[src/design/flpc_pkg.sv]
// Constants and carrier types for the flash LED pulse-programmed control.
// Assumes a single 125 MHz clock.
package flpc_pkg;
    localparam int CLK_MHZ = 125;
    localparam int WAKE_US = 50;
    localparam int WAKE_CYC = WAKE_US * CLK_MHZ;
    localparam int SOFT_US = 450;
    localparam int SOFT_CYC = SOFT_US * CLK_MHZ;
    localparam int UP_US = 8;
    localparam int UP_CYC = UP_US * CLK_MHZ + 1;
    localparam int DOWN_US = 32;
    localparam int DOWN_CYC = DOWN_US * CLK_MHZ + 1;
    localparam int OFF_US = 500;
    localparam int OFF_CYC = OFF_US * CLK_MHZ;
    localparam int SHORT_MS = 220;
    localparam int SHORT_CYC = SHORT_MS * 1000 * CLK_MHZ;
    localparam int LONG_MS = 1300;
    localparam int LONG_CYC = LONG_MS * 1000 * CLK_MHZ;
    localparam int TORCH_MV = 47;
    localparam logic [8:0] TORCH_TARGET_MV = 9'h02F;
    localparam logic [4:0] CNT_MAX = 5'h10;
    localparam logic [3:0] LEVEL_FULL = 4'hA;
    localparam logic [3:0] LEVEL_STEP = 4'h1;

    typedef enum logic [2:0] {
        FLPC_OFF, FLPC_WAKE, FLPC_SOFT, FLPC_RUN, FLPC_FAULT
    } flpc_state_t;

    // Analog condition flags from the comparators
    typedef struct packed {
        logic fb_below_ref;
        logic headroom_ok;
        logic ovp_high;
        logic ovp_low;
        logic temp_warn;
        logic temp_trip;
        logic temp_cool;
        logic out_short;
    } flpc_sense_t;

    // Pump drive outputs
    typedef struct packed {
        logic active;
        logic soft_start;
        logic pump_2x;
        logic switches_on;
        logic flash_mode;
        logic torch_mode;
        logic current_fold;
        logic short_limit;
        logic [3:0] level_tenths;
        logic long_timeout;
    } flpc_drive_t;
endpackage

[src/design/flpc_control.sv]
// Flash LED pulse-programmed controller: pin decode, pulse counting,
// start-up sequencing, 1X/2X switchover, timeout and protection handling.
// Assumes enable and flash-select pins already synchronous to clock.
`timescale 1ns/10ps
`default_nettype none
module flpc_control
    import flpc_pkg::*;
#(
    parameter int WAKE_CYCLES = WAKE_CYC,
    parameter int SOFT_CYCLES = SOFT_CYC,
    parameter int OFF_CYCLES = OFF_CYC,
    parameter int SHORT_CYCLES = SHORT_CYC,
    parameter int LONG_CYCLES = LONG_CYC
) (
    input wire logic clock, // 125 MHz
    input wire logic reset_n, // Synchronous, active low
    input wire logic enable_pin, // Enable and pulse input
    input wire logic flash_pin, // Flash select / PWM input
    input wire flpc_pkg::flpc_sense_t sense, // Analog comparators
    output flpc_pkg::flpc_drive_t drive, // Pump controls
    output logic [8:0] target_mv // Torch target, zero in flash
);
    import flpc_pkg::*;

    function automatic logic [3:0] level_of(input logic [4:0] n);
        logic [2:0] idx;
        idx = 3'(n - 5'h01);
        level_of = LEVEL_FULL - {1'b0, idx} * LEVEL_STEP;
    endfunction

    ////////////////////////////////////////////////////////////////////
    flpc_state_t state_reg;
    logic en_d_reg;
    logic [4:0] count_reg;
    logic [26:0] off_cnt_reg;
    logic [26:0] seq_cnt_reg;
    logic [27:0] flash_cnt_reg;
    logic [13:0] mode_cnt_reg;
    logic pump_2x_reg;
    logic timed_out_reg;
    logic rise;
    logic off_long;
    logic flash_req;
    assign rise = enable_pin & ~en_d_reg;
    // A rising enable ends shutdown at once, so it still counts as pulse one
    assign off_long = !enable_pin && (off_cnt_reg >= 27'(OFF_CYCLES));
    assign flash_req = enable_pin & flash_pin;

    always_ff @(posedge clock) begin
        if (!reset_n) begin
            en_d_reg <= 1'b0;
        end else begin
            en_d_reg <= enable_pin;
        end
    end

    // Enable low time, saturating at the shutdown length
    always_ff @(posedge clock) begin
        if (!reset_n || enable_pin) begin
            off_cnt_reg <= '0;
        end else if (!off_long) begin
            off_cnt_reg <= off_cnt_reg + 27'h000_0001;
        end
    end

    // Edges are counted in any state; the count holds at sixteen until shutdown
    always_ff @(posedge clock) begin
        if (!reset_n) begin
            count_reg <= '0;
        end else if (off_long) begin
            count_reg <= '0;
        end else if (rise && count_reg != CNT_MAX) begin
            count_reg <= count_reg + 5'h01;
        end
    end

    ////////////////////////////////////////////////////////////////////
    // Start-up sequence; a long enable low drops back to off
    always_ff @(posedge clock) begin
        if (!reset_n || off_long) begin
            state_reg <= FLPC_OFF;
            seq_cnt_reg <= '0;
        end else begin
            unique case (state_reg)
                FLPC_OFF: begin
                    seq_cnt_reg <= '0;
                    if (enable_pin) begin
                        state_reg <= FLPC_WAKE;
                    end
                end
                FLPC_WAKE: begin
                    if (seq_cnt_reg >= 27'(WAKE_CYCLES - 1)) begin
                        seq_cnt_reg <= '0;
                        state_reg <= FLPC_SOFT;
                    end else begin
                        seq_cnt_reg <= seq_cnt_reg + 27'h000_0001;
                    end
                end
                FLPC_SOFT: begin
                    if (sense.temp_trip) begin
                        state_reg <= FLPC_FAULT;
                    end else if (seq_cnt_reg >= 27'(SOFT_CYCLES - 1)) begin
                        seq_cnt_reg <= '0;
                        state_reg <= FLPC_RUN;
                    end else begin
                        seq_cnt_reg <= seq_cnt_reg + 27'h000_0001;
                    end
                end
                FLPC_RUN: begin
                    if (sense.temp_trip) begin
                        state_reg <= FLPC_FAULT;
                    end
                end
                FLPC_FAULT: begin
                    seq_cnt_reg <= '0;
                    if (sense.temp_cool) begin
                        state_reg <= FLPC_SOFT;
                    end
                end
                default: state_reg <= FLPC_OFF;
            endcase
        end
    end

    ////////////////////////////////////////////////////////////////////
    // Persistence timer restarts whenever the watched condition breaks
    logic mode_cond;
    assign mode_cond = pump_2x_reg ? sense.headroom_ok : sense.fb_below_ref;
    always_ff @(posedge clock) begin
        if (!reset_n || state_reg != FLPC_RUN) begin
            pump_2x_reg <= 1'b0;
            mode_cnt_reg <= '0;
        end else if (!mode_cond || sense.out_short) begin
            mode_cnt_reg <= '0;
        end else if (!pump_2x_reg && mode_cnt_reg >= 14'(UP_CYC - 1)) begin
            pump_2x_reg <= 1'b1;
            mode_cnt_reg <= '0;
        end else if (pump_2x_reg && mode_cnt_reg >= 14'(DOWN_CYC - 1)) begin
            pump_2x_reg <= 1'b0;
            mode_cnt_reg <= '0;
        end else begin
            mode_cnt_reg <= mode_cnt_reg + 14'h0001;
        end
    end

    ////////////////////////////////////////////////////////////////////
    // Flash timer runs only in flash; PWM lows to torch reset it
    // The long limit needs 28 bits at the full clock rate
    logic [27:0] limit;
    assign limit = (count_reg > 5'h08) ? 28'(LONG_CYCLES) : 28'(SHORT_CYCLES);
    always_ff @(posedge clock) begin
        if (!reset_n || !flash_req) begin
            flash_cnt_reg <= '0;
            timed_out_reg <= 1'b0;
        end else if (flash_cnt_reg >= limit - 28'h000_0001) begin
            timed_out_reg <= 1'b1;
        end else begin
            flash_cnt_reg <= flash_cnt_reg + 28'h000_0001;
        end
    end

    ////////////////////////////////////////////////////////////////////
    // Over-voltage latch; a new trip wins over a release in the same cycle
    logic ovp_hold_reg;
    always_ff @(posedge clock) begin
        if (!reset_n) begin
            ovp_hold_reg <= 1'b0;
        end else if (sense.ovp_high) begin
            ovp_hold_reg <= 1'b1;
        end else if (sense.ovp_low) begin
            ovp_hold_reg <= 1'b0;
        end
    end

    logic run;
    logic use_flash;
    assign run = (state_reg == FLPC_RUN) && enable_pin;
    assign use_flash = run && flash_req && !timed_out_reg;
    always_ff @(posedge clock) begin
        if (!reset_n) begin
            drive <= '0;
            target_mv <= '0;
        end else begin
            drive.active <= (state_reg != FLPC_OFF);
            drive.soft_start <= (state_reg == FLPC_SOFT);
            drive.pump_2x <= pump_2x_reg && !sense.out_short;
            drive.switches_on <= (state_reg == FLPC_RUN ||
                state_reg == FLPC_SOFT) && !sense.ovp_high &&
                !ovp_hold_reg &&
                !sense.out_short;
            drive.flash_mode <= use_flash;
            drive.torch_mode <= run && !use_flash;
            drive.current_fold <= sense.temp_warn;
            drive.short_limit <= sense.out_short;
            drive.level_tenths <= (count_reg == 5'h00) ? LEVEL_FULL :
                level_of(count_reg);
            drive.long_timeout <= (count_reg > 5'h08);
            target_mv <= (run && !use_flash) ? TORCH_TARGET_MV : 9'h000;
        end
    end

    ////////////////////////////////////////////////////////////////////
    a_count_sat: assert property (
        @(posedge clock) disable iff (!reset_n)
        count_reg == CNT_MAX && rise |=> count_reg == CNT_MAX)
        else $error("pulse count moved past sixteen");
    a_count_clear: assert property (
        @(posedge clock) disable iff (!reset_n)
        off_long |=> count_reg == 5'h00)
        else $error("pulse count not cleared after shutdown");
    a_count_first: assert property (
        @(posedge clock) disable iff (!reset_n)
        off_long ##1 rise |=> count_reg == 5'h01)
        else $error("first edge after shutdown not pulse one");
    a_count_step: assert property (
        @(posedge clock) disable iff (!reset_n)
        rise && !off_long && count_reg < CNT_MAX
        |=> count_reg == $past(count_reg) + 5'h01)
        else $error("rising edge not counted");
    a_wake_soft: assert property (
        @(posedge clock) disable iff (!reset_n)
        $rose(state_reg == FLPC_SOFT) && $past(state_reg) == FLPC_WAKE
        |-> $past(seq_cnt_reg) == 27'(WAKE_CYCLES - 1))
        else $error("soft start entered before wake delay");
    a_soft_flag: assert property (
        @(posedge clock) disable iff (!reset_n)
        state_reg == FLPC_SOFT |=> drive.soft_start)
        else $error("soft start not flagged");
    a_start_1x: assert property (
        @(posedge clock) disable iff (!reset_n)
        $rose(state_reg == FLPC_RUN) |-> !pump_2x_reg)
        else $error("run began outside 1X");
    a_up_2x: assert property (
        @(posedge clock) disable iff (!reset_n)
        $rose(pump_2x_reg) |-> $past(sense.fb_below_ref, 1) &&
        $past(mode_cnt_reg) == 14'(UP_CYC - 1))
        else $error("2X entered without 8us feedback low");
    a_down_1x: assert property (
        @(posedge clock) disable iff (!reset_n)
        $fell(pump_2x_reg) && $past(state_reg) == FLPC_RUN
        |-> $past(mode_cnt_reg) == 14'(DOWN_CYC - 1))
        else $error("1X resumed without 32us headroom");
    a_flash_sel: assert property (
        @(posedge clock) disable iff (!reset_n)
        drive.flash_mode |-> !drive.torch_mode && target_mv == 9'h000)
        else $error("flash and torch both selected");
    a_torch_tgt: assert property (
        @(posedge clock) disable iff (!reset_n)
        drive.torch_mode |-> target_mv == TORCH_TARGET_MV)
        else $error("torch target not 47mV");
    a_level_range: assert property (
        @(posedge clock) disable iff (!reset_n)
        drive.active |-> drive.level_tenths >= 4'h3 &&
        drive.level_tenths <= LEVEL_FULL)
        else $error("flash level outside thirty to full");
    a_timeout_end: assert property (
        @(posedge clock) disable iff (!reset_n)
        timed_out_reg |=> !drive.flash_mode)
        else $error("flash kept after timeout");
    a_torch_nolimit: assert property (
        @(posedge clock) disable iff (!reset_n)
        !flash_req |=> !timed_out_reg && flash_cnt_reg == '0)
        else $error("flash timer ran outside flash");
    a_ovp_off: assert property (
        @(posedge clock) disable iff (!reset_n)
        sense.ovp_high |=> !drive.switches_on)
        else $error("switches on during over-voltage");
    a_ovp_hold: assert property (
        @(posedge clock) disable iff (!reset_n)
        ovp_hold_reg && !sense.ovp_low |=> !drive.switches_on)
        else $error("switches on before output fell back");
    a_short_nopump: assert property (
        @(posedge clock) disable iff (!reset_n)
        sense.out_short |=> !drive.pump_2x && drive.short_limit)
        else $error("pumping during short");
    a_trip_fault: assert property (
        @(posedge clock) disable iff (!reset_n)
        state_reg == FLPC_RUN && sense.temp_trip && !off_long
        |=> state_reg == FLPC_FAULT)
        else $error("thermal trip ignored");
    a_fold: assert property (
        @(posedge clock) disable iff (!reset_n)
        sense.temp_warn |=> drive.current_fold)
        else $error("current not folded back when hot");
    c_ovp: cover property (@(posedge clock) disable iff (!reset_n)
        $rose(ovp_hold_reg));
    c_run: cover property (@(posedge clock) disable iff (!reset_n)
        $rose(state_reg == FLPC_RUN));
    c_2x: cover property (@(posedge clock) disable iff (!reset_n)
        $rose(pump_2x_reg));
    c_timeout: cover property (@(posedge clock) disable iff (!reset_n)
        $rose(timed_out_reg));
    c_long: cover property (@(posedge clock) disable iff (!reset_n)
        count_reg == CNT_MAX);
endmodule
`default_nettype wire

[config.mk]
export PLATFORM = sky130hd
export DESIGN_NAME = flpc_control
export DESIGN_NICKNAME = d
export VERILOG_FILES = /design/src/design/flpc_pkg.sv /design/src/design/flpc_control.sv
export SDC_FILE = /design/constraint.sdc
export NUM_CORES = 1
export LEC_CHECK = 0
export CAP_MARGIN = 10
export CORE_MARGIN = 5
export CORE_UTILIZATION = 50
export CTS_CLUSTER_DIAMETER = 100
export CTS_CLUSTER_SIZE = 10
export DETAILED_ROUTE_END_ITERATION = 6
export DONT_BUFFER_PORTS = 1
export SYNTH_ARGS = -nofsm -noshare
export SYNTH_HDL_FRONTEND = slang
export SYNTH_SLANG_ARGS = --single-unit
[constraint.sdc]
create_clock -name clock -period 7.8 [get_ports clock]
set_clock_uncertainty 0.1 [all_clocks]
set_input_delay 1.17 -clock clock [delete_from_list [all_inputs] [get_ports clock]]
set_output_delay 1.17 -clock clock [all_outputs]
set_load 0.01 [all_outputs]
==> run metrics <==
CTS sink cnt=121; Max-slew headroom=23.05%; mean post-synth cell area=8.722 um^2; PD cells=231.6 nW/um^2; share of post-route cells with drive strength above 1=10.34%; Register Area=2422 um^2; fillcell total=1159; Worst Setup End Kind=flop; Synth cell types=63; placer congestion estimate=0.8825; status=complete, no violations; Worst setup SP type=flop; Fmax achieved=0.2734 GHz; Die W=122.1 um; P_leak=0.002306 uW; dpl ws=4.150 ns; Die ar.=14920 um^2; setup bufs post-CTS=0; worst min path class=reg -> reg; number of core rows=41; final core utilization=55.40%; RSZ-0062 raised after global routing=false; Residual DRC=0; Vias/cell=5.815; DIE HEIGHT=122.1 um; Avg WL per Cell=15.27 um; synthesis-stage register bit count=121; CP Launch Point=count_reg[0]$_SDFFE_PP0P_; Mapped Cells=721; Final WS setup=4.142 ns; R2R depth=10; Routed Antenna Nets=0; Post-Route WL=13560 um; sequential cell area fraction in the yosys report=38.52%; hold buffers post-CTS=0; worst-skew pair later-pin latency=0.41 ns; Setup TNS=0 ns; Post-Syn Area=6289 um^2; EDFF count, synth=0; fin. max-slew vios=0; max reg flops=28; r2r startpoint=count_reg[0]$_SDFFE_PP0P_; total CTS buffers=17; CTS tree=done; fin crit share=46.90%; maximum buffer depth of the clock tree=2; largest net degree at the start of global routing=38; GRT Overall Usage=19.44%; area of the multi-input gates=3566 um^2; H-tree lvl count=4; initial antenna violation count=0; VDD IR max=0.1470 mV; vias=5164; hold depth=1; Initial DRT Pass Iterations=5; PortBufs=0; area added between synthesis and finish=9.809%; vias in the first global route=5017; Hold Vio Cnt, Final=0; Starting DRT DRC Count=370; Critical R2R Capture=flash_cnt_reg[15]$_SDFFE_PP0N_; WP data required=8.01 ns; CTS Root Cell=clkbuf_16; crit path time final=3.658 ns; Max-cap violations=0; clock slew at reported path FFs=0.05 ns; Post-DP HPWL=9219 um; Worst R2R Setup Slack=4.14 ns; Nets=730; grt ovf=0; first-pass GRT wire length=23650 um; Synth async-reset ratio=0%; Setup Viol. Count Final=0; Area contributors post-synth=dfxtp_1, xnor2_1, a211oi_2; share of the synthesized area in the top cell type=38.52%; core box area=12470 um^2; Yosys top cell by area=dfxtp_1; ys flop type=dfxtp_1; Crit Path Class=reg -> reg; Syn. warnings=0; CP max FO=13; Antenna diodes=0; I/O pin total=34; Resize count post-CTS=0; worst hold slack=0.3277 ns; crit path DAT=3.86 ns; hold endpoint=drive[8]$_SDFF_PN0_; worst-margin pin slew=1.154 ns; hold_sp=timed_out_reg$_SDFFE_PP0P_; effective utilization at floorplan=50.45%
## cell usage after synthesis (6+ instances only)
library cell / number
o31ai_1: 10
nand2b_1: 9
nand4_1: 21
nand2_1: 47
or3_1: 17
ha_1: 15
a31oi_1: 12
buf_4: 9
nor2_1: 66
xor2_1: 11
o21ai_0: 16
or4_1: 9
and2_1: 14
mux2i_1: 9
nor4_1: 17
inv_1: 27
nor2b_1: 6
dfxtp_1: 121
nor3_1: 30
o21a_1: 7
a211oi_2: 20
and3_1: 17
xnor2_1: 31
nand3_1: 32
a31o_2: 11
a211oi_1: 12
a21oi_1: 29
and4_1: 7
clkbuf_1: 28
## critical path: stages (launching register included)
cell	delay [ns]
dfxtp_1	0.38
inv_1	0.11
ha_1	0.21
nand2b_1	0.08
a21oi_1	0.36
ha_1	0.32
a211o_1	0.30
a221o_1	0.38
a21oi_1	0.85
a311oi_1	0.19
a31o_2	0.26
## cells by family after synthesis
group,count (synthesis),share of synthesized area (%)
adders and majority gates,15,2.984
DFF,121,38.52
and+or+nand+nor,312,26.80
muxes,9,1.433
other,1,0.05963
buffers and inverters,71,5.213
xor gates and xnor gates,42,5.850
AOI/OAI and AO/OA,150,19.14
## power breakdown
group / total [uW] / switching [uW] / internal, uW
combinational: 162 / 114 / 47.1
clock: 775 / 273 / 502
sequential: 663 / 26.6 / 636
total: 1600 / 414 / 1190
## area by class of cell
| type | instances | share of cell area (%) |
|---|---|---|
| Multi-Input combinational cell | 534 | 51.64 |
| Sequential cell | 121 | 35.08 |
| Clock buffer | 25 | 7.175 |
| Tap cell | 172 | 3.117 |
| Inverter | 27 | 1.468 |
| Clock inverter | 7 | 1.305 |
| Timing Repair Buffer | 2 | 0.2174 |
## routing by layer
metal	share of wire (%)	up-vias	GRT usage, %
met5	0	-	0
met4	1.7	0	6.788
met3	3.5	23	5.014
met2	48	79	32.63
met1	47	2454	24.23
li1	-	2608	-
## worst max path at each step
stage | to | slack (ns) | cells after the start
after floorplan | flash_cnt_reg[11]$_SDFFE_PP0N_ | 4.64 | 11
after global placement | flash_cnt_reg[15]$_SDFFE_PP0N_ | 4.30 | 10
after detailed placement | flash_cnt_reg[15]$_SDFFE_PP0N_ | 4.15 | 10
after CTS | flash_cnt_reg[15]$_SDFFE_PP0N_ | 4.15 | 10
after global routing | flash_cnt_reg[18]$_SDFFE_PP0N_ | 3.80 | 10
final | flash_cnt_reg[15]$_SDFFE_PP0N_ | 4.14 | 10
## placed cells by master (no fill, tap or decap), drive strengths merged, types with 3 or more instances in the layout
cell | synthesis | routed
or3 | 17 | 17
and3 | 17 | 17
xor2 | 11 | 11
and4 | 7 | 7
conb | 1 | 6
a31oi | 12 | 12
o21a | 7 | 7
or4 | 12 | 12
nand4b | 4 | 4
ha | 15 | 15
a31o | 11 | 11
a21oi | 29 | 29
o21ai | 17 | 17
and2 | 14 | 14
nand2 | 47 | 47
nand4 | 21 | 21
clkbuf | 28 | 25
nand2b | 9 | 9
nor4 | 20 | 20
nand3 | 32 | 32
dfxtp | 121 | 121
xnor2 | 31 | 31
nor2b | 6 | 6
nor2 | 66 | 66
o31ai | 10 | 10
a211oi | 32 | 32
clkinv | 0 | 3
nor3 | 30 | 30
nand3b | 5 | 5
a21o | 4 | 4
a211o | 3 | 3
o211ai | 5 | 5
inv | 27 | 27
mux2i | 9 | 9
## metrics by stage
stage | total power, uW | std cells | area, um^2
CTS | 1612 | 888 | 6905
detailed placement | 839.7 | 856 | 6320
global route | 1659 | 888 | 6905
floorplan | 818.7 | 726 | 6307
global placement | 834.9 | 856 | 6320
finish | 1599 | 888 | 6905
(Power assumes the default switching activity.)
